<file path="src/cop1_params.svh">
/*
  Constants of the charge option one control register: command code, reset
  value, field positions and comparator deglitch timing.
  Assumes a 10 MHz core clock; included by the package and the top module.
*/
`ifndef COP1_PARAMS_SVH
`define COP1_PARAMS_SVH

// ----------------------------------------------------------------------------
// register placement
// ----------------------------------------------------------------------------
`define COP1_CMD_CODE        8'h30
`define COP1_RESET_VALUE     16'h0211

// ----------------------------------------------------------------------------
// field positions
// ----------------------------------------------------------------------------
`define COP1_BIT_BAT_MON     15
`define COP1_BIT_HOT_HI      14
`define COP1_BIT_HOT_LO      13
`define COP1_BIT_SYS_MON     12
`define COP1_BIT_IN_RSNS     11
`define COP1_BIT_CHG_RSNS    10
`define COP1_BIT_GAIN        9
`define COP1_BIT_COMPARATOR_REFERENCE_SELECT     7
`define COP1_BIT_COMPARATOR_POLARITY_SELECT     6
`define COP1_BIT_DEG_HI      5
`define COP1_BIT_DEG_LO      4
`define COP1_BIT_FORCE_OFF   3

// ----------------------------------------------------------------------------
// deglitch timing
// ----------------------------------------------------------------------------
`define COP1_CLK_HZ          10000000
`define COP1_DEG_SHORT_NS    1000
`define COP1_DEG_MID_MS      2
`define COP1_DEG_LONG_S      5
`define COP1_DEG_SHORT_CYC   ((`COP1_DEG_SHORT_NS * (`COP1_CLK_HZ / 1000000)) / 1000)
`define COP1_DEG_MID_CYC     (`COP1_DEG_MID_MS * (`COP1_CLK_HZ / 1000))
`define COP1_DEG_LONG_CYC    (`COP1_DEG_LONG_S * `COP1_CLK_HZ)
`define COP1_CNT_W           26

`endif

</file>
<file path="src/cop1_pkg.sv">
/*
  Types of the charge option one control block: deglitch codes and the
  packed state records of the top module and of the deglitch filter.
  Assumes cop1_params.svh is on the include path.
*/
`include "cop1_params.svh"

package cop1_pkg;

  typedef logic [`COP1_CNT_W-1:0] cop1_cnt_t;

  typedef enum logic [1:0] {
    COP1_DEG_OFF   = 2'b00,
    COP1_DEG_SHORT = 2'b01,
    COP1_DEG_MID   = 2'b10,
    COP1_DEG_LONG  = 2'b11
  } cop1_deg_t;

  typedef struct packed {
    logic [15:0] regVal;
    logic [15:0] rdData;
    logic        cmpSync1;
    logic        cmpSync2;
    logic        cmpSync3;
    logic        cmpStable;
    logic        cmpLevel;
    logic        batMonOn;
    logic        sysMonOn;
    logic [1:0]  hotSel;
    logic        pathOff;
    logic        chgGood;
  } cop1_state_t;

  typedef struct packed {
    cop1_cnt_t cnt;
    logic      out;
  } cop1_dg_state_t;

endpackage

</file>
<file path="src/cop1_control.sv">
/*
  Charge option one control register with its monitor gating, comparator
  conditioning and forced path-off latch.
  Assumes a register port decoded from the SMBus word protocol on clk, a
  low-power-mode level from the option zero register on the same clock, and
  a comparator input that arrives asynchronously from the analog front end.
*/
// Behaviour
// - register answers command 30h and powers up holding 211h.
// - bit 15 turns the battery current monitor buffer on; resets to 0.
// - low power mode forces the battery current monitor buffer off.
// - bits 14-13 pick the low power hot alert source; 00 resets.
// - bit 12 turns system power sensing and buffer on; resets to 0.
// - low power mode forces system power sensing and buffer off.
// - bit 11 picks input sense resistor, 10 or 20 milliohm.
// - bit 10 picks charge sense resistor, 10 or 20 milliohm.
// - bit 9 picks power monitor gain, 0.25 or 1 microamp per watt.
// - bit 7 picks comparator reference, 2.3 V or 1.2 V.
// - bit 6 sets which side of threshold drives the output low.
// - bits 5-4 disable comparator or pick 1 us, 2 ms, 5 s deglitch.
// - deglitch delays only the high to low output transition.
// - with bit 3 set, a comparator trip turns both input switches off.
// - charger good indicator drops low as the forced path-off occurs.
`timescale 1ns/10ps
`include "cop1_params.svh"
module cop1_control #(
  parameter cop1_pkg::cop1_cnt_t DEG_MID_CYC  = cop1_pkg::cop1_cnt_t'(`COP1_DEG_MID_CYC),
  parameter cop1_pkg::cop1_cnt_t DEG_LONG_CYC = cop1_pkg::cop1_cnt_t'(`COP1_DEG_LONG_CYC)
) (
  input  wire logic        clk,
  input  wire logic        nrst,
  input  wire logic [7:0]  cmdCode,
  input  wire logic        wrStb,
  input  wire logic [15:0] wrData,
  output logic      [15:0] rdData,
  input  wire logic        lowPowerMode,
  input  wire logic        comparatorInput,
  input  wire logic        chargerGoodIn,
  output logic             batteryCurrentMonitorEnable,
  output logic             systemPowerMonitorEnable,
  output logic      [1:0]  lowPowerHotAlertSelect,
  output logic             inputSenseResistorSelect,
  output logic             chargeSenseResistorSelect,
  output logic             powerMonitorGainSelect,
  output logic             comparatorReferenceSelect,
  output logic             comparatorOutput,
  output logic             inputSwitchesOff,
  output logic             chargerGoodIndicator
);
  import cop1_pkg::*;

  localparam cop1_cnt_t DEG_SHORT_CYC = cop1_cnt_t'(`COP1_DEG_SHORT_CYC);

  cop1_state_t s_q;
  cop1_state_t s_d;
  cop1_deg_t   degCode;
  cop1_cnt_t   holdCycles;
  logic        cmpEnable;
  logic        comparator_output;
  logic        trip;

  // --------------------------------------------------------------------------
  // comparator conditioning
  // --------------------------------------------------------------------------
  function automatic cop1_cnt_t deg_cycles(input cop1_deg_t code);
    case (code)
      COP1_DEG_MID:  deg_cycles = DEG_MID_CYC;
      COP1_DEG_LONG: deg_cycles = DEG_LONG_CYC;
      default:       deg_cycles = DEG_SHORT_CYC;
    endcase
  endfunction

  assign degCode    = cop1_deg_t'(s_q.regVal[`COP1_BIT_DEG_HI:`COP1_BIT_DEG_LO]);
  assign cmpEnable  = (degCode != COP1_DEG_OFF);
  assign holdCycles = deg_cycles(degCode);

  cop1_deglitch u_deglitch (
    .clk        (clk),
    .nrst       (nrst),
    .enable     (cmpEnable),
    .level      (s_q.cmpLevel),
    .holdCycles (holdCycles),
    .out        (comparator_output)
  );

  assign trip = cmpEnable && !comparator_output;

  // --------------------------------------------------------------------------
  // next state
  // --------------------------------------------------------------------------
  always_comb begin
    s_d = s_q;
    if (wrStb && cmdCode == `COP1_CMD_CODE) begin
      s_d.regVal = wrData;
    end
    s_d.rdData   = (cmdCode == `COP1_CMD_CODE) ? s_q.regVal : 16'h0000;
    s_d.cmpSync1 = comparatorInput;
    s_d.cmpSync2 = s_q.cmpSync1;
    s_d.cmpSync3 = s_q.cmpSync2;
    if (s_q.cmpSync2 == s_q.cmpSync3) begin
      s_d.cmpStable = s_q.cmpSync3;
    end
    // stable input means above threshold
    s_d.cmpLevel = s_q.regVal[`COP1_BIT_COMPARATOR_POLARITY_SELECT] ? s_q.cmpStable : !s_q.cmpStable;
    s_d.batMonOn = s_q.regVal[`COP1_BIT_BAT_MON] && !lowPowerMode;
    s_d.sysMonOn = s_q.regVal[`COP1_BIT_SYS_MON] && !lowPowerMode;
    if (s_q.regVal[`COP1_BIT_HOT_HI:`COP1_BIT_HOT_LO] == 2'b11) begin
      s_d.hotSel = 2'b00;
    end else begin
      s_d.hotSel = s_q.regVal[`COP1_BIT_HOT_HI:`COP1_BIT_HOT_LO];
    end
    // latched until software clears the force bit
    s_d.pathOff = s_q.regVal[`COP1_BIT_FORCE_OFF] && (s_q.pathOff || trip);
    s_d.chgGood = chargerGoodIn && !s_d.pathOff;
  end

  always_ff @(posedge clk or negedge nrst) begin
    if (!nrst) begin
      s_q        <= '0;
      s_q.regVal <= `COP1_RESET_VALUE;
    end else begin
      s_q <= s_d;
    end
  end

  // --------------------------------------------------------------------------
  // outputs
  // --------------------------------------------------------------------------
  assign rdData                      = s_q.rdData;
  assign batteryCurrentMonitorEnable = s_q.batMonOn;
  assign systemPowerMonitorEnable    = s_q.sysMonOn;
  assign lowPowerHotAlertSelect      = s_q.hotSel;
  assign inputSenseResistorSelect    = s_q.regVal[`COP1_BIT_IN_RSNS];
  assign chargeSenseResistorSelect   = s_q.regVal[`COP1_BIT_CHG_RSNS];
  assign powerMonitorGainSelect      = s_q.regVal[`COP1_BIT_GAIN];
  assign comparatorReferenceSelect   = s_q.regVal[`COP1_BIT_COMPARATOR_REFERENCE_SELECT];
  assign comparatorOutput            = comparator_output;
  assign inputSwitchesOff            = s_q.pathOff;
  assign chargerGoodIndicator        = s_q.chgGood;

  // --------------------------------------------------------------------------
  // check helpers
  // --------------------------------------------------------------------------
  // consecutive low level samples while the comparator runs
  cop1_cnt_t lowRun_q;

  always_ff @(posedge clk or negedge nrst) begin
    if (!nrst) begin
      lowRun_q <= '0;
    end else if (cmpEnable && !s_q.cmpLevel) begin
      if (lowRun_q != '1) begin
        lowRun_q <= lowRun_q + cop1_cnt_t'(1);
      end
    end else begin
      lowRun_q <= '0;
    end
  end
endmodule

</file>
<file path="src/cop1_deglitch.sv">
/*
  Falling-edge deglitch filter for the comparator output: a rise passes at
  once, a fall passes only after the level stayed low for holdCycles cycles.
  Assumes level and holdCycles come from logic on the same clock.
*/
`timescale 1ns/10ps
module cop1_deglitch (
  input  wire logic              clk,
  input  wire logic              nrst,
  input  wire logic              enable,
  input  wire logic              level,
  input  wire cop1_pkg::cop1_cnt_t holdCycles,
  output logic                   out
);
  import cop1_pkg::*;

  cop1_dg_state_t s_q;
  cop1_dg_state_t s_d;

  always_comb begin
    s_d = s_q;
    if (!enable || level) begin
      s_d.out = 1'b1;
      s_d.cnt = '0;
    end else if (s_q.out) begin
      if (s_q.cnt >= holdCycles - cop1_cnt_t'(1)) begin
        s_d.out = 1'b0;
        s_d.cnt = '0;
      end else begin
        s_d.cnt = s_q.cnt + cop1_cnt_t'(1);
      end
    end
  end

  always_ff @(posedge clk or negedge nrst) begin
    if (!nrst) begin
      s_q <= '{cnt: '0, out: 1'b1};
    end else begin
      s_q <= s_d;
    end
  end

  assign out = s_q.out;

endmodule

</file>
<file path="config.mk">
export PLATFORM = sky130hd
export DESIGN_NAME = cop1_control
export DESIGN_NICKNAME = d
export VERILOG_FILES = /design/src/cop1_pkg.sv /design/src/cop1_control.sv /design/src/cop1_deglitch.sv
export VERILOG_INCLUDE_DIRS = /design/src
export SDC_FILE = /design/constraint.sdc
export NUM_CORES = 1
export LEC_CHECK = 0
export ABC_AREA = 1
export BUFFER_PORTS_ARGS = -buffer_cell sky130_fd_sc_hd__buf_4
export CAP_MARGIN = 20
export CORE_ASPECT_RATIO = 2
export CORE_UTILIZATION = 50
export CTS_CLUSTER_SIZE = 16
export DETAILED_ROUTE_END_ITERATION = 8
export HOLD_SLACK_MARGIN = 0.15
export PLACE_DENSITY = 0.7
export SYNTH_ARGS = -nofsm -noshare
export SYNTH_HDL_FRONTEND = slang
export SYNTH_HIERARCHICAL = 1
export SYNTH_SLANG_ARGS = --single-unit
</file>
<file path="constraint.sdc">
create_clock -name clk -period 8.9 [get_ports clk]
set_clock_uncertainty 0.2 [all_clocks]
set_input_delay 0.89 -clock clk [delete_from_list [all_inputs] [get_ports clk]]
set_output_delay 0.89 -clock clk [all_outputs]
set_load 0.02 [all_outputs]
</file>
==> results.md <==
- Status: finished, final reports clean
- Global-route wire length before repair: ~19000 um
- Finish-stage setup viols: 0
- Setup TNS: 0 ps
- Num CTS Buffers: 9
- Largest net degree at the start of global routing: 71
- Vias in the first global route: 4400
- Filler Cell Count: between 800 and 900
- First drt pass iteration count: 6
- Worst Path Arrival: slightly below 4000 ps
- # hold bufs at CTS: 0
- Met3 GRT Util: 0.0397
- Final worst slack: between 5000 and 6000 ps
- ANT cells: 0
- Drt drc: 0
- Total power: a little over 800 uW
- CTS Buffer Depth: 2
- Clk pin slew, worst setup/hold paths: about 60 ps
- Initial Util: 0.520
- Synth async-reset ratio: 1.00
- Crit-path max FO: 19
- Clk sinks: 70
- Starting DRT DRC Count: 394
- RSZ-0062 raised after global routing: no
- Boundary pin count: between 50 and 60
- Port-buffer cells: 56
- Share of the synthesized area in the top cell type: 0.336
- GPL Wtd Cong: between 0.9 and 1
- R2R Path End: u_deglitch/s_q[1]
- Via-to-Cell Ratio: just over 5
- # resized after CTS: 0
- Hold_sp: s_d[9]
- Largest cells by area after synthesis: dfrtp_1, nand2_1, ha_1, inv_1, nor2_1
- Hold EP: s_d[8]
- Synthesized instance count: 664
- Synth cell count leaders: nand2_1, inv_1, nor2_1
- Initial antenna violation count: 0
- Clock Root Buffer: clkbuf_16
- Post-synth EDFFs: 0
- Cell with the most instances after synthesis: nand2_1
- Kind of critical path: reg2reg
- Leading area contributor after synthesis: dfrtp_1
- Routed wire length: around 12000 um
- Fin util: 0.607
- Post-synth top flop: dfrtp_1
- Min Tclk post-route: roughly 3900 ps
- Via count: ~4300
- Setup Buffers After CTS: 0
- Pre-CTS WS: 4350 ps
- Worst vdd ir: between 0.1 and 0.15 mV
- H-tree depth: 3
- Worst-Skew Late Latency: ~330 ps
- Die W: 72.1 um
- Setup crit start kind: flip-flop
- DR WL/cell: 13.7 um
- Final hold viol count: 0
- Seq/Total Area, Yosys: 0.358
- Area Overhead vs Synth: 16.8%
- Gr usage total: 0.245
- Worst rel slew slack: 0.278
- F_max: around 260 MHz
- Yosys warns: 6
- Met2 usage: 0.475
- DP HPWL: between 9000 and 10000 um
- Post-DRT Antenna Nets: 0
- R2R depth: 18
- Final Cycle Share: 0.435
- Core area: ~0.0094 mm^2
- Gr busiest metal: met2
- Leak: between 2 and 3 nW
- Max Cap Viol: 0
- Cell area after synthesis: between 0.004 and 0.005 mm^2
- Critical Path RT: slightly below 9000 ps
- Nets: a little under 800
- Cell variety after synth: between 40 and 50
- Number of core rows: 50
- Mapped Avg Cell Area: between 7 and 8 um^2
- Hold path cells: 0
- Die area: 0.0102 mm^2
- #FFs+latches synth: 70
- Reg-to-reg slack, setup: between 5000 and 6000 ps
- Fin. max-slew vios: 0
- Class of the worst hold path: reg2reg
- Die height: about 140 um
- Tightest Pin Transition: ~1100 ps
- GR Overflow Total: 0
- Met1 GRT Util: 0.228
- CTS tree: yes
- PwrDens: roughly 140 mW/mm^2
- Ratio of cells with drive above 1 in the final layout: 0.174
- CP endpoint kind: flip-flop
- Reg2reg start: degCode[1]
==> layer usage <==
layer / routed length [um] / vias to the layer above
met3: 429 / 43
met1: 4000 / 2002
met4: 762 / 0
met2: 6630 / 122
li1: - / 2169
met5: 0 / -
==> critical path: stages (launching register included) <==
cell and delay, ps:
dfrtp_1 440, inv_1 210, nor2_1 710, nor2_1 180, inv_1 140, nor2_4 50
nand2_2 90, inv_1 100, nand2_1 80, xor2_1 170, ha_1 250, nand2_1 110
a21oi_1 50, nor2_1 130, nand2_1 90, a21oi_1 120, nand4_1 250, buf_8 260
a21oi_1 150
==> state kept, by name, summed over array words and instances (netlist names), 2 cells and up <==
| register | flops |
|---|---|
| u_deglitch/s_q | 26 |
| rdData | 16 |
| degCode | 2 |
| s_q | 13 |
| s_d | 2 |
| lowPowerHotAlertSelect | 2 |
==> metrics by stage <==
| stage | hold WS [ps] | cell area [um^2] | instances |
|---|---|---|---|
| global placement | 136 | 5370 | 843 |
| CTS | 160 | 5720 | 859 |
| floorplan | 131 | 4990 | 685 |
| detailed placement | 146 | 5370 | 843 |
| global route | 158 | 5740 | 860 |
| finish | 155 | 5740 | 860 |
==> layout make-up <==
type                       count  area [um^2]  share of cell area
inverter                      90          340              0.0593
sequential                    70         1760               0.306
timing repair buffer          58          443              0.0772
multi-input combinational    496         2690               0.468
clock buffer                   9          225              0.0393
tap                          130          163              0.0284
clock inverter                 7          121              0.0212
==> cell usage in the layout (no fill, tap or decap), types with 2 or more instances in the layout <==
cell type,count
ha_1,28
nand3_2,4
nand2_2,6
a21oi_1,13
nor2_2,12
xor2_1,13
a21o_1,4
o21ai_0,11
nand3b_1,2
o21ai_1,20
conb_1,22
nor2_1,79
dfrtp_1,66
inv_1,84
clkinv_4,2
bufinv_16,3
inv_2,5
clkbuf_16,9
buf_4,57
nor2_4,14
dfstp_2,4
nand3_1,48
nor3_1,4
xnor2_1,17
nand4_1,12
nand2_1,174
nor3_2,2
==> how the worst max path moves through the flow <==
| stage | from | to | slack [ps] | depth (start not counted) |
|---|---|---|---|---|
| floorplan | degCode[0] | u_deglitch/s_q[1] | 5580 | 19 |
| global placement | degCode[1] | u_deglitch/s_q[21] | 4500 | 18 |
| detailed placement | degCode[1] | u_deglitch/s_q[19] | 4350 | 17 |
| CTS | degCode[1] | u_deglitch/s_q[19] | 4350 | 17 |
| global route | degCode[1] | u_deglitch/s_q[21] | 4580 | 19 |
| finish | degCode[1] | u_deglitch/s_q[1] | 5030 | 18 |
==> kinds of logic (layout without fill, tap and decap cells) <==
group	count (synthesis)	count (layout)	share of synthesized area
buf+inv	119	164	0.112
xor+xnor	30	30	0.0535
other cells	1	22	0.000763
fa+ha+maj	29	29	0.0734
compound gates	51	51	0.0553
flops	70	70	0.358
simple gates	364	364	0.348
==> power by group <==
part,leakage [nW],switching (mW),internal [mW]
clock network,0.170,0.141,0.275
registers,0.947,0.00405,0.325
logic,1.77,0.0394,0.0231
total,2.89,0.185,0.623
Power figures use the tool's default switching activity.
